### src/common/lkd_pkg.sv
// shared constants, types and helpers of the lcd key driver reset block
package lkd_pkg;
    // ****************************************
    // serial frame layout
    // ****************************************
    localparam int KIND_W = 8;
    localparam int PAYLOAD_W = 60;
    localparam int FRAME_W = KIND_W + PAYLOAD_W;
    localparam logic [3:0] KIND_DISP_HI = 4'h1;
    localparam logic [7:0] KIND_CTRL = 8'h20;
    localparam logic [7:0] KIND_KEY_READ = 8'h30;
    // ****************************************
    // display and key geometry
    // ****************************************
    localparam int SEG_W = 60;
    localparam int N_COM_MAX = 10;
    localparam int N_SCAN = 6;
    localparam int N_KEY_IN = 5;
    localparam int SLOT_OSC = 64;
    localparam int KEY_SCAN_OSC = 384;
    localparam int KEY_LINE_OSC = KEY_SCAN_OSC / N_SCAN;
    // ****************************************
    // apb register map
    // ****************************************
    localparam logic [7:0] REG_STATUS = 8'h00;
    localparam logic [7:0] REG_CTRL = 8'h04;
    localparam logic [7:0] REG_KEY = 8'h08;
    localparam logic [7:0] REG_SWRST = 8'h0C;
    localparam logic [1:0] DUTY_8 = 2'h0;
    localparam logic [1:0] DUTY_9 = 2'h1;
    localparam logic [1:0] DUTY_10 = 2'h2;
    localparam logic [31:0] RESET_WORD = 32'h0000_0000;
    typedef struct packed {
        logic [1:0] duty;
        logic sleep_select_bit;
        logic contrast_enable_bit;
        logic [3:0] contrast_level_field;
        logic [3:0] general_outputs;
        logic [5:0] scan_line_level_bits;
    } lkd_ctrl_type;
    localparam int CTRL_W = $bits(lkd_ctrl_type);
    localparam lkd_ctrl_type CTRL_RESET = '{duty: DUTY_9, default: '0};
    typedef struct packed {
        logic [KIND_W-1:0] kind;
        logic [PAYLOAD_W-1:0] payload;
    } lkd_frame_type;
    function automatic logic [15:0] lkd_onehot(input logic [3:0] idx);
        lkd_onehot = 16'h0001 << idx;
    endfunction
endpackage

### src/rtl/lkd_key_scan.sv
// key scanner with double-scan agreement and read request
`timescale 1ns/100ps
module lkd_key_scan #(
    parameter int LINE_OSC = lkd_pkg::KEY_LINE_OSC
) (
    input wire logic pclk,
    input wire logic presetn,
    input wire logic osc_tick,
    input wire logic clear,
    input wire logic [lkd_pkg::N_SCAN-1:0] line_levels,
    input wire logic [lkd_pkg::N_KEY_IN-1:0] key_in,
    input wire logic read_ack,
    output logic [lkd_pkg::N_SCAN-1:0] scan_drive,
    output logic [lkd_pkg::N_SCAN*lkd_pkg::N_KEY_IN-1:0] key_data,
    output logic key_req,
    output logic busy
);
    import lkd_pkg::*;
    localparam int KW = N_SCAN * N_KEY_IN;
    logic [N_KEY_IN-1:0] k_m_q;
    logic [N_KEY_IN-1:0] k_s_q;
    logic [7:0] step_q;
    logic [2:0] line_q;
    logic pass_q;
    logic [KW-1:0] snap_q;
    logic [KW-1:0] first_q;
    logic [KW-1:0] snap_d;
    logic [15:0] line_oh;
    assign line_oh = lkd_onehot({1'b0, line_q});
    always_ff @(posedge pclk or negedge presetn) begin
        if (!presetn) begin
            k_m_q <= '0;
            k_s_q <= '0;
        end else begin
            k_m_q <= key_in;
            k_s_q <= k_m_q;
        end
    end
    always_comb begin
        snap_d = snap_q;
        snap_d[line_q*N_KEY_IN +: N_KEY_IN] = k_s_q;
    end
    always_ff @(posedge pclk or negedge presetn) begin
        if (!presetn) begin
            {busy, pass_q, key_req} <= 3'h0;
            step_q <= 8'h00;
            line_q <= 3'h0;
            {snap_q, first_q, key_data} <= '0;
            scan_drive <= '0;
        end else if (clear) begin
            {busy, pass_q, key_req} <= 3'h0;
            step_q <= 8'h00;
            line_q <= 3'h0;
            {snap_q, first_q, key_data} <= '0;
            scan_drive <= '0;
        end else begin
            if (read_ack) begin
                key_req <= 1'b0;
            end
            if (!busy) begin
                scan_drive <= line_levels;
                if (osc_tick && (|k_s_q) && !key_req) begin
                    busy <= 1'b1;
                    pass_q <= 1'b0;
                    line_q <= 3'h0;
                    step_q <= 8'h00;
                end
            end else begin
                scan_drive <= line_levels & line_oh[N_SCAN-1:0];
                if (osc_tick) begin
                    step_q <= step_q + 8'h01;
                    if (step_q == 8'(LINE_OSC - 1)) begin
                        step_q <= 8'h00;
                        snap_q <= snap_d;
                        line_q <= line_q + 3'h1;
                        if (line_q == 3'(N_SCAN - 1)) begin
                            line_q <= 3'h0;
                            pass_q <= ~pass_q;
                            first_q <= snap_d;
                            // a mismatch simply runs two more passes
                            if (pass_q && snap_d == first_q) begin
                                busy <= 1'b0;
                                key_data <= snap_d;
                                key_req <= |snap_d;
                            end
                        end
                    end
                end
            end
        end
    end
endmodule

### src/rtl/lkd_ser_rx.sv
// serial frame receiver, kept alive through system reset
`timescale 1ns/100ps
module lkd_ser_rx (
    input wire logic pclk,
    input wire logic presetn,
    input wire logic ser_clk,
    input wire logic ser_ce,
    input wire logic ser_din,
    output lkd_pkg::lkd_frame_type frame,
    output logic frame_valid,
    output logic ce_active
);
    import lkd_pkg::*;
    logic [2:0] m_q;
    logic [2:0] s_q;
    logic clk_prev_q;
    logic [FRAME_W-1:0] shift_q;
    logic [7:0] count_q;
    // only presetn clears these, so frames pass during system reset
    always_ff @(posedge pclk or negedge presetn) begin
        if (!presetn) begin
            m_q <= 3'h0;
            s_q <= 3'h0;
            clk_prev_q <= 1'b0;
        end else begin
            m_q <= {ser_clk, ser_ce, ser_din};
            s_q <= m_q;
            clk_prev_q <= s_q[2];
        end
    end
    always_ff @(posedge pclk or negedge presetn) begin
        if (!presetn) begin
            shift_q <= '0;
            count_q <= 8'h00;
            frame_valid <= 1'b0;
            ce_active <= 1'b0;
        end else begin
            frame_valid <= 1'b0;
            ce_active <= s_q[1];
            if (s_q[1] && s_q[2] && !clk_prev_q) begin
                shift_q <= {shift_q[FRAME_W-2:0], s_q[0]};
                count_q <= (count_q == 8'hFF) ? count_q : count_q + 8'h01;
            end else if (!s_q[1] && ce_active) begin
                // short or long frames are dropped whole
                frame_valid <= (count_q == 8'(FRAME_W));
                count_q <= 8'h00;
            end
        end
    end
    assign frame = lkd_frame_type'(shift_q);
endmodule

### src/rtl/lkd_sys_reset.sv
// system reset sequencer of the lcd key driver, with apb status and display scan
//
// Our own choices: the address map and the APB slave port.
`timescale 1ns/100ps
// What this block does
// - reset blanks display, stops keys, lowers ports
// - display on after display and control data
// - control data enables key scan, releases keys
// - control data frees ports, sets their levels
// - clock generator held; sleep set by control
// - display data latched even while blanked
// - contrast disabled until control data arrives
// - key logic initialised, key data zeroed
// - serial receiver and control register unreset
// - reset at power-up and supply drop
// - outputs lowest level, key request released
// - key request stays released before control
module lkd_sys_reset #(
    parameter int SLOT_TICKS = lkd_pkg::SLOT_OSC
) (
    input wire logic pclk,
    input wire logic presetn,
    input wire logic psel,
    input wire logic penable,
    input wire logic pwrite,
    input wire logic [7:0] paddr,
    input wire logic [31:0] pwdata,
    output logic [31:0] prdata,
    output logic pready,
    output logic pslverr,
    input wire logic supply_drop_detector,
    input wire logic oscillator_pin,
    input wire logic ser_clk,
    input wire logic ser_ce,
    input wire logic ser_din,
    input wire logic [lkd_pkg::N_KEY_IN-1:0] key_inputs,
    output logic key_req_out,
    output logic key_req_oe,
    output logic [lkd_pkg::SEG_W-1:0] segment_outputs,
    output logic [lkd_pkg::N_COM_MAX-1:0] common_outputs,
    output logic [lkd_pkg::N_SCAN-1:0] scan_drive_outputs,
    output logic [3:0] general_outputs,
    output logic [3:0] contrast_level,
    output logic contrast_on,
    output logic base_clk_run,
    output logic sleep_mode,
    output logic display_on
);
    import lkd_pkg::*;

    // ****************************************
    // pin synchronisers
    // ****************************************
    logic det_m_q;
    logic det_s_q;
    logic osc_m_q;
    logic osc_s_q;
    logic osc_prev_q;
    always_ff @(posedge pclk or negedge presetn) begin
        if (!presetn) begin
            det_m_q <= 1'b0;
            det_s_q <= 1'b0;
        end else begin
            det_m_q <= supply_drop_detector;
            det_s_q <= det_m_q;
        end
    end
    always_ff @(posedge pclk or negedge presetn) begin
        if (!presetn) begin
            osc_m_q <= 1'b0;
            osc_s_q <= 1'b0;
            osc_prev_q <= 1'b0;
        end else begin
            osc_m_q <= oscillator_pin;
            osc_s_q <= osc_m_q;
            osc_prev_q <= osc_s_q;
        end
    end

    // ****************************************
    // system reset sources
    // ****************************************
    logic por_q;
    logic swrst_q;
    logic sys_rst;
    // por_q gives one reset cycle after logic power-up
    always_ff @(posedge pclk or negedge presetn) begin
        if (!presetn) begin
            por_q <= 1'b1;
        end else begin
            por_q <= 1'b0;
        end
    end
    assign sys_rst = por_q | det_s_q | swrst_q;

    // ****************************************
    // serial receiver
    // ****************************************
    lkd_frame_type frame;
    logic frame_valid;
    logic ce_active;
    logic ctrl_frame;
    logic disp_frame;
    logic key_read;
    logic [3:0] disp_idx;
    lkd_ser_rx u_rx (
        .pclk(pclk),
        .presetn(presetn),
        .ser_clk(ser_clk),
        .ser_ce(ser_ce),
        .ser_din(ser_din),
        .frame(frame),
        .frame_valid(frame_valid),
        .ce_active(ce_active)
    );
    assign disp_idx = frame.kind[3:0];
    assign disp_frame = frame_valid && frame.kind[7:4] == KIND_DISP_HI && disp_idx < 4'(N_COM_MAX);
    assign ctrl_frame = frame_valid && frame.kind == KIND_CTRL;
    assign key_read = frame_valid && frame.kind == KIND_KEY_READ;

    // ****************************************
    // control register, never cleared by system reset
    // ****************************************
    lkd_ctrl_type ctrl_q;
    always_ff @(posedge pclk or negedge presetn) begin
        if (!presetn) begin
            ctrl_q <= CTRL_RESET;
        end else if (ctrl_frame) begin
            ctrl_q <= lkd_ctrl_type'(frame.payload[CTRL_W-1:0]);
        end
    end

    // ****************************************
    // display latch
    // ****************************************
    logic [SEG_W-1:0] disp_mem [N_COM_MAX];
    // written regardless of the blanking flag
    always_ff @(posedge pclk) begin
        if (disp_frame) begin
            disp_mem[disp_idx] <= frame.payload[SEG_W-1:0];
        end
    end

    // ****************************************
    // release flags, one per reset state
    // ****************************************
    logic blank_q;
    logic key_hold_q;
    logic port_hold_q;
    logic clk_hold_q;
    logic contrast_hold_q;
    logic ctrl_got_q;
    logic [N_COM_MAX-1:0] disp_seen_q;
    logic [N_COM_MAX-1:0] disp_need;
    logic [3:0] n_com;
    logic [15:0] need_oh;
    logic [15:0] idx_oh;
    assign idx_oh = lkd_onehot(disp_idx);
    always_comb begin
        case (ctrl_q.duty)
            DUTY_8: n_com = 4'h8;
            DUTY_10: n_com = 4'hA;
            default: n_com = 4'h9;
        endcase
        need_oh = lkd_onehot(n_com);
        disp_need = need_oh[N_COM_MAX-1:0] - 10'h001;
        if (n_com == 4'(N_COM_MAX)) begin
            disp_need = '1;
        end
    end
    // sys_rst has priority, so a release frame during reset is ignored
    always_ff @(posedge pclk or negedge presetn) begin
        if (!presetn) begin
            disp_seen_q <= '0;
            ctrl_got_q <= 1'b0;
        end else if (sys_rst) begin
            disp_seen_q <= '0;
            ctrl_got_q <= 1'b0;
        end else begin
            if (disp_frame) begin
                disp_seen_q <= disp_seen_q | idx_oh[N_COM_MAX-1:0];
            end
            if (ctrl_frame) begin
                ctrl_got_q <= 1'b1;
            end
        end
    end
    always_ff @(posedge pclk or negedge presetn) begin
        if (!presetn) begin
            blank_q <= 1'b1;
        end else if (sys_rst) begin
            blank_q <= 1'b1;
        end else if (ctrl_got_q && (disp_seen_q & disp_need) == disp_need) begin
            blank_q <= 1'b0;
        end
    end
    always_ff @(posedge pclk or negedge presetn) begin
        if (!presetn) begin
            {key_hold_q, port_hold_q, clk_hold_q, contrast_hold_q} <= 4'hF;
        end else if (sys_rst) begin
            {key_hold_q, port_hold_q, clk_hold_q, contrast_hold_q} <= 4'hF;
        end else if (ctrl_frame) begin
            key_hold_q <= 1'b0;
            port_hold_q <= 1'b0;
            clk_hold_q <= 1'b0;
            contrast_hold_q <= 1'b0;
        end
    end

    // ****************************************
    // oscillator timebase
    // ****************************************
    logic osc_tick;
    logic key_busy;
    // in sleep ticks pass only while a key scan is already busy; a new key press cannot start one
    assign osc_tick = osc_s_q && !osc_prev_q && !clk_hold_q && (!ctrl_q.sleep_select_bit || key_busy);

    // ****************************************
    // key scanning
    // ****************************************
    logic [N_SCAN-1:0] scan_drive;
    logic [N_SCAN*N_KEY_IN-1:0] key_data;
    logic key_pending;
    lkd_key_scan u_keys (
        .pclk(pclk),
        .presetn(presetn),
        .osc_tick(osc_tick),
        .clear(key_hold_q),
        .line_levels(ctrl_q.scan_line_level_bits),
        .key_in(key_inputs),
        .read_ack(key_read),
        .scan_drive(scan_drive),
        .key_data(key_data),
        .key_req(key_pending),
        .busy(key_busy)
    );
    // request pin pulled low only once scanning is released
    always_ff @(posedge pclk or negedge presetn) begin
        if (!presetn) begin
            key_req_oe <= 1'b0;
            key_req_out <= 1'b0;
            scan_drive_outputs <= '0;
        end else begin
            key_req_oe <= key_pending && !key_hold_q && !ce_active;
            key_req_out <= 1'b0;
            scan_drive_outputs <= key_hold_q ? '0 : scan_drive;
        end
    end

    // ****************************************
    // common sequencer and drivers
    // ****************************************
    logic [7:0] slot_cnt_q;
    logic [3:0] slot_q;
    logic [15:0] slot_oh;
    assign slot_oh = lkd_onehot(slot_q);
    always_ff @(posedge pclk or negedge presetn) begin
        if (!presetn) begin
            slot_cnt_q <= 8'h00;
            slot_q <= 4'h0;
        end else if (clk_hold_q) begin
            slot_cnt_q <= 8'h00;
            slot_q <= 4'h0;
        end else if (osc_tick) begin
            slot_cnt_q <= slot_cnt_q + 8'h01;
            if (slot_cnt_q == 8'(SLOT_TICKS - 1)) begin
                slot_cnt_q <= 8'h00;
                slot_q <= (slot_q >= n_com - 4'h1) ? 4'h0 : slot_q + 4'h1;
            end
        end
    end
    always_ff @(posedge pclk or negedge presetn) begin
        if (!presetn) begin
            segment_outputs <= '0;
            common_outputs <= '0;
            display_on <= 1'b0;
        end else begin
            display_on <= !blank_q;
            if (blank_q) begin
                segment_outputs <= '0;
                common_outputs <= '0;
            end else begin
                segment_outputs <= disp_mem[slot_q];
                common_outputs <= slot_oh[N_COM_MAX-1:0];
            end
        end
    end

    // ****************************************
    // ports, contrast and clock status
    // ****************************************
    always_ff @(posedge pclk or negedge presetn) begin
        if (!presetn) begin
            general_outputs <= 4'h0;
            contrast_level <= 4'h0;
            contrast_on <= 1'b0;
            base_clk_run <= 1'b0;
            sleep_mode <= 1'b0;
        end else begin
            general_outputs <= port_hold_q ? 4'h0 : ctrl_q.general_outputs;
            contrast_on <= !contrast_hold_q && ctrl_q.contrast_enable_bit;
            contrast_level <= contrast_hold_q ? 4'h0 : ctrl_q.contrast_level_field;
            base_clk_run <= !clk_hold_q && !ctrl_q.sleep_select_bit;
            sleep_mode <= !clk_hold_q && ctrl_q.sleep_select_bit;
        end
    end

    // ****************************************
    // apb slave, one wait state per access
    // ****************************************
    logic access;
    logic [31:0] rd_word;
    logic rd_err;
    assign access = psel && penable && !pready;
    always_comb begin
        rd_err = 1'b0;
        case (paddr)
            REG_STATUS: rd_word = {14'h0000, disp_seen_q, 1'b0, key_pending, sys_rst, contrast_hold_q,
                                   clk_hold_q, port_hold_q, key_hold_q, blank_q};
            REG_CTRL: rd_word = 32'(ctrl_q);
            REG_KEY: rd_word = 32'(key_data);
            REG_SWRST: rd_word = {31'h0000_0000, swrst_q};
            default: begin
                rd_word = RESET_WORD;
                rd_err = 1'b1;
            end
        endcase
    end
    // software reset holds the system reset until written back to zero
    always_ff @(posedge pclk or negedge presetn) begin
        if (!presetn) begin
            swrst_q <= 1'b0;
        end else if (access && pwrite && paddr == REG_SWRST) begin
            swrst_q <= pwdata[0];
        end
    end
    always_ff @(posedge pclk or negedge presetn) begin
        if (!presetn) begin
            pready <= 1'b0;
            pslverr <= 1'b0;
            prdata <= RESET_WORD;
        end else begin
            pready <= access;
            pslverr <= access && (pwrite ? (paddr != REG_SWRST) : rd_err);
            if (access && !pwrite) begin
                prdata <= rd_word;
            end
        end
    end
endmodule

### config.mk
export PLATFORM = sky130hd
export DESIGN_NAME = lkd_sys_reset
export DESIGN_NICKNAME = d
export VERILOG_FILES = /design/src/common/lkd_pkg.sv /design/src/rtl/lkd_key_scan.sv /design/src/rtl/lkd_ser_rx.sv /design/src/rtl/lkd_sys_reset.sv
export SDC_FILE = /design/constraint.sdc
export NUM_CORES = 1
export LEC_CHECK = 0
export ABC_AREA = 1
export ABC_CLOCK_PERIOD_IN_PS = 7900
export BUFFER_PORTS_ARGS = -buffer_cell sky130_fd_sc_hd__buf_2
export CAP_MARGIN = 20
export CORE_ASPECT_RATIO = 0.5
export CORE_MARGIN = 4
export CORE_UTILIZATION = 61
export CTS_CLUSTER_DIAMETER = 50
export DETAILED_ROUTE_END_ITERATION = 8
export PLACE_DENSITY = 0.79
export SLEW_MARGIN = 25
export SYNTH_ARGS = -nofsm -noshare
export SYNTH_HDL_FRONTEND = slang
export SYNTH_SLANG_ARGS = --single-unit
### constraint.sdc
create_clock -name pclk -period 7.9 [get_ports pclk]
set_input_delay 0.79 -clock pclk [delete_from_list [all_inputs] [get_ports pclk]]
set_output_delay 0.79 -clock pclk [all_outputs]
set_load 0.03 [all_outputs]
== Word level (Yosys, flattened, before mapping) ==
Memories as Yosys holds them, arrays and structs flattened.
Index checks and enable logic that the tools add are counted.
Widths: inputs -> output; s select.

* Flip-flop bits (word level): 378
* Logic and storage cells: 235
* Memories kept: 1
* Output and inout port bits: 124
* Bits in writable memories: 600
* Input port bits: 55

{| class="wikitable"
|+ Memories
! memory !! words !! bits a word !! rd ports !! clocked after memory_dff !! write ports !! line !! text
|-
| disp_mem || 10 || 60 || 1 || 0 || 1 || lkd_sys_reset.sv:136 || <nowiki>logic [SEG_W-1:0] disp_mem [N_COM_MAX];</nowiki>
|}

* Order comparisons: 2
* Multiplexer cells: 81
* Multiply operators: 1
* Reduce and logical (&&, ||, !) cells: 60
* Add/subtract/negate cells: 8
* Shifts and indexed selects: 6
* Bitwise logic cells: 6
* Equality and inequality tests: 20

{| class="wikitable"
|+ Operators by type and width
! kind !! count
|-
| $mux 30 || 15
|-
| $pmux 30 s4 || 1
|-
| $mux 8 || 11
|-
| $mux 60 || 1
|-
| $mux 10 || 4
|-
| $neg 6->34 || 1
|-
| $shift 5x34->30 const A || 1
|-
| $shiftx 5x34->30 || 1
|-
| $eq 8x6->1 const B || 4
|-
| $mux 1 || 32
|-
| $bwmux 30 || 1
|-
| $eq 30x30->1 || 1
|-
| $reduce_or 30->1 || 1
|-
| $shl 1x4->10 const A || 3
|-
| $logic_and 1x1->1 || 25
|-
| $add 8x1->8 const B || 3
|-
| $mux 4 || 6
|-
| $reduce_bool 2->1 || 10
|-
| $mux 3 || 6
|-
| $mux 6 || 3
|-
| $eq 8x4->1 const B || 2
|-
| $and 10x10->10 || 1
|-
| $eq 10x10->1 || 1
|-
| $logic_not 1->1 || 10
|-
| other kinds (34) || 40
|}

== Depth between registers and ports, before layout ==
* Depth in word-level cells: 12
* Mapped depth: 22
* Depth with buffers taken out: 19

== By module ==
From an unflattened synthesis, not the netlist that was laid out.

* Cell total of the unflattened synthesis: 3,895
* Area total of the unflattened synthesis: 39,967.1 um2

{| class="wikitable"
|+ Modules (own cells, without submodules)
! module !! cells an instance !! seq. area each (um2) !! area each (um2) !! times used
|-
| lkd_sys_reset || 2,712 || 22,301.4 || 30,580.6 || 1
|-
| lkd_key_scan || 813 || 3,002.9 || 6,089.6 || 1
|-
| lkd_ser_rx || 370 || 2,127.0 || 3,296.9 || 1
|}

== Worst setup path before layout ==
Ideal clock, no wire load.

* Path kind: reg2reg
* Start point: reg u_rx.shift_q[66] (netlist: u_rx.frame[66])
* End point: mem disp_mem[9][0] (enable)
* Period minus slack after synthesis: 7.187 ns
* Setup time: 0.630 ns
* Cell stages (with the launch flop): 6
* Buffers on the path: 0
* Required time: 7.270 ns
* Data arrival time: 6.557 ns
* Setup slack: 0.713 ns
* Cell sequence: dfrtp_1 nor2_1 inv_1 nor3_1 inv_1 nor4_1

* Longest elaborated chain between the ends: 5

{| class="wikitable"
|+ RTL lines
! what !! line !! text
|-
| start: declaration || lkd_ser_rx.sv:17 || <nowiki>logic [FRAME_W-1:0] shift_q;</nowiki>
|-
| start signal: assignment || lkd_ser_rx.sv:41 || <nowiki>shift_q <= {shift_q[FRAME_W-2:0], s_q[0]};</nowiki>
|-
| $eq 4x1->1 || lkd_sys_reset.sv:117 || <nowiki>assign disp_frame = frame_valid && frame.kind[7:4] == KIND_DISP_HI && disp_idx < 4'(N_COM_MAX);</nowiki>
|-
| $logic_and 1x1->1 (2 in a row) || lkd_sys_reset.sv:117 ||
|-
| $mux 1 || lkd_sys_reset.sv:139 || <nowiki>if (disp_frame) begin</nowiki>
|-
| $mux 1 (not written as such) || lkd_sys_reset.sv:140 || <nowiki>disp_mem[disp_idx] <= frame.payload[SEG_W-1:0];</nowiki>
|-
| end: declaration || lkd_sys_reset.sv:136 ||
|}

Every way passes these cells.

== Worst setup path in the final report ==
* Start point: reg u_keys.line_q[0]
* End point: reg u_keys.key_data[13] (netlist name)

* Longest elaborated chain between the ends: 10
* Elaborated cells on any way between the ends: 17
* Those cells by class: add/sub (1); mul (1); eq/ne (2); shift (2); mux (7); reduce/logical (4)

{| class="wikitable"
|+ RTL lines
! what !! line !! text
|-
| start: declaration || lkd_key_scan.sv:23 || <nowiki>logic [2:0] line_q;</nowiki>
|-
| start signal: assignment || lkd_key_scan.sv:75 || <nowiki>line_q <= line_q + 3'h1;</nowiki>
|-
| parallel branches: the longest is 10 deep, another holds $neg 6->34 || -- ||
|-
| end signal: assignment || lkd_key_scan.sv:83 || <nowiki>key_data <= snap_d;</nowiki>
|-
| end: declaration || lkd_key_scan.sv:14 || <nowiki>output logic [lkd_pkg::N_SCAN*lkd_pkg::N_KEY_IN-1:0] key_data,</nowiki>
|}

Several ways; the timed one is not identified. The select of a mux whose other input is x is not followed.
A chain may end at the register's enable or synchronous reset.

==> impl_metrics.json <==
{
  "run_status": "complete, no violations",
  "root_buffer": "clkbuf_16",
  "synth_top_area_cell": "edfxtp_1",
  "layout-drive-gt1-share_pct": 12.24,
  "dpl.hpwl_mm": 47.13,
  "htreeDepth": 3,
  "grt-ovfl-total": 0,
  "first_pass_iters": 6,
  "cts.clk_slew.worst_paths_ns": 0.07,
  "synthDistinctLibCells": 43,
  "routed.top_layer": "met4",
  "num-nets-final": 3227,
  "leakagePower_uw": 0.01645,
  "finalMaxSlewViolations": 0,
  "path_cells": "inv_1 -> ha_1 -> ha_1 -> inv_2 -> nor2_1 -> nand3_1 -> nand3_1 -> nand2_1 -> nor2_1 -> nand2_1 -> nor2_1 -> nand3_1 -> nand2_1 -> nand2_4 -> nand2_1 -> o21ai_1",
  "vias": 24930,
  "synth.area.top_cells": "edfxtp_1, dfrtp_1, nand2_1",
  "yosysSeqAreaShare_pct": 72.58,
  "postRouteAntennaNets": 0,
  "num_io_pins": 179,
  "crit_type": "reg -> reg",
  "die_x_um": 360.0,
  "wl_met2_mm": 44.18,
  "reg2reg_depth": 16,
  "worst_r2r_startpoint": "u_keys.line_q[0]",
  "fmax_mhz": 232.9,
  "rsz0062_at_grt": "false",
  "r2r_end": "u_keys.key_data[13]",
  "max_stage_delay_ns": 0.74,
  "worstPathArrival_ns": 4.77,
  "syn_area_sq_um": 37790,
  "syn-instance-count": 3059,
  "core.rowCount": 64,
  "hold_class": "in -> async",
  "synth-seq-cells": 976,
  "tritoncts": "done",
  "setup_viol": 0,
  "port_buffers": 144,
  "wl_mm": 90.24,
  "fin_area_sq_um": 42110,
  "syn_to_final_growth_pct": 11.41,
  "avgSynthCellArea_sq_um": 12.36,
  "cts_inserted_buffers": 81,
  "fin_crit_ns": 4.294,
  "wl_met3_mm": 8.261,
  "p_per_area_nw_per_um2": 233.0,
  "vias_per_cell": 6.163,
  "holdBufCountCts": 0,
  "ys.flop_type": "edfxtp_1",
  "synth_top_area_share_pct": 47.67,
  "setup_slack_ns": 3.606,
  "placed_area_sq_um": 39310,
  "crit_fanout": 60,
  "wl_per_cell_um": 22.31,
  "grt_pass1_vias": 25110,
  "drc": 0,
  "place_congestion": 0.9033,
  "cp-end-kind": "flop",
  "fin_skew_ns": 0.03002,
  "finalCritPeriodShare_pct": 54.36,
  "synthArstFlopShare_pct": 38.52,
  "grt_start_max_net_pins": 182,
  "drv_cap": 0,
  "cts.sinks": 976,
  "clockBufferDepth": 3,
  "antenna_found_initial": 1,
  "start_util_pct": 61.78,
  "fin_hold_ws_ns": 0.1389,
  "finalHoldViolCount": 0,
  "post_cts_buffers": 0,
  "cts_resized": 0,
  "yosysMostFrequentCell": "nand2_1",
  "endpoint": "u_keys.key_data[13]",
  "max-slew-margin-rel_pct": 26.24,
  "critPathLaunch": "u_keys.line_q[0]",
  "crit_slowest_cell": "dfrtp_1",
  "start_kind": "flop",
  "core-area_sq_um": 61180,
  "dieHeight_um": 184.0,
  "peakVddDrop_mv": 0.1624,
  "fin_tns_setup_ns": 0,
  "die_area_sq_um": 66250,
  "r2r_slack_ns": 3.61,
  "dp_slack_ns": 3.439,
  "wl_met1_mm": 34.59,
  "worstMarginPinSlew_ns": 1.106,
  "clk_latency_ns": 0.63,
  "cp_common_cell": "nand2_1",
  "synth_common_cells": "nand2_1, edfxtp_1, dfrtp_1",
  "track_usage_pct": 27.13,
  "power_uw": 9811,
  "cp.required_ns": 8.37,
  "grt_pass1_wl_mm": 139.8,
  "yosys_warnings": 0,
  "synth_edf_count": 600,
  "drtIter0Drc": 2905
}
## kinds of logic after synthesis
logic type / synth area share [%]
fa+ha+maj: 0.7283
xor+xnor: 0.1390
flops: 72.58
buf+inv: 3.562
other cells: 0.009922
compound gates: 11.24
mux: 1.281
simple gates: 10.46
## flip-flops by register name, summed over array words and instances, names as in the netlist, 4 cells and up
register            cells
u_rx.count_q            8
u_keys.k_m_q            5
common_outputs         10
u_keys.snap_q          30
disp_seen_q            10
segment_outputs        60
scan_drive_outputs      6
u_rx.frame             68
slot_q                  4
ctrl_q                 18
general_outputs         4
contrast_level          4
u_keys.k_s_q            5
u_keys.key_data        30
u_keys.step_q           8
u_keys.scan_drive       6
slot_cnt_q              8
u_keys.first_q         30
prdata                 30
disp_mem              600
## cells in the final DEF (no fill, tap or decap), types with 33 or more instances in the layout
master / instances
a211oi_1: 64
buf_2: 143
a21oi_1: 327
dfrtp_1: 368
nand3_1: 94
inv_1: 164
edfxtp_1: 600
nor2_1: 107
o21ai_1: 39
o21ai_0: 124
mux2_2: 43
nor3_1: 80
clkbuf_16: 84
o221ai_1: 120
nand2_1: 607
buf_4: 33
## worst min path at each step
| stage | start | endpoint | slack, ns | cells past startpoint |
|---|---|---|---|---|
| finish | presetn | segment_outputs[43] | 0.14 | 1 |
| global route | presetn | segment_outputs[43] | 0.19 | 1 |
| CTS | presetn | segment_outputs[45] | 0.17 | 1 |
| detailed placement | u_keys.k_m_q[2] | u_keys.k_s_q[2] | 0.34 | 0 |
| global placement | u_keys.k_m_q[1] | u_keys.k_s_q[1] | 0.33 | 0 |
| floorplan | det_m_q | det_s_q | 0.33 | 0 |
## layout make-up
type,instances,area [sq um]
tap,825,1032
clock buffer,115,2328
timing repair buffer,180,1037
fill,4081,19070
antenna,1,2.502
inverter,176,666.9
clock inverter,37,430.4
sequential,976,27440
multi-input combinational,1735,9169
## worst max-delay path, delay by kind of cell (launching register included)
family,cells,cell delay (ns)
AND/OR/NAND/NOR,11,2.17
flip-flops,1,0.74
adder cells (fa/ha/maj),2,0.73
buffers and inverters,2,0.39
AO/OA/AOI/OAI,1,0.09
## stage by stage
step,util [%],instances
6_report,68.83,4045
5_1_grt,68.83,4045
4_1_cts,68.76,4043
3_5_place_dp,64.25,3891
3_3_place_gp,64.24,3891
2_1_floorplan,-,3062
## where the power goes
group	total (uW)	switching, uW	internal, uW
Clock	4170	1830	2340
Combinational	142	106	36.0
Sequential	5500	59.5	5440
## layer usage
layer	track usage [%]	vias up
met5	0	-
met4	10.81	0
met3	4.360	242
met2	45.44	1308
met1	36.35	12260
li1	-	11120
(Power assumes the default switching activity.)
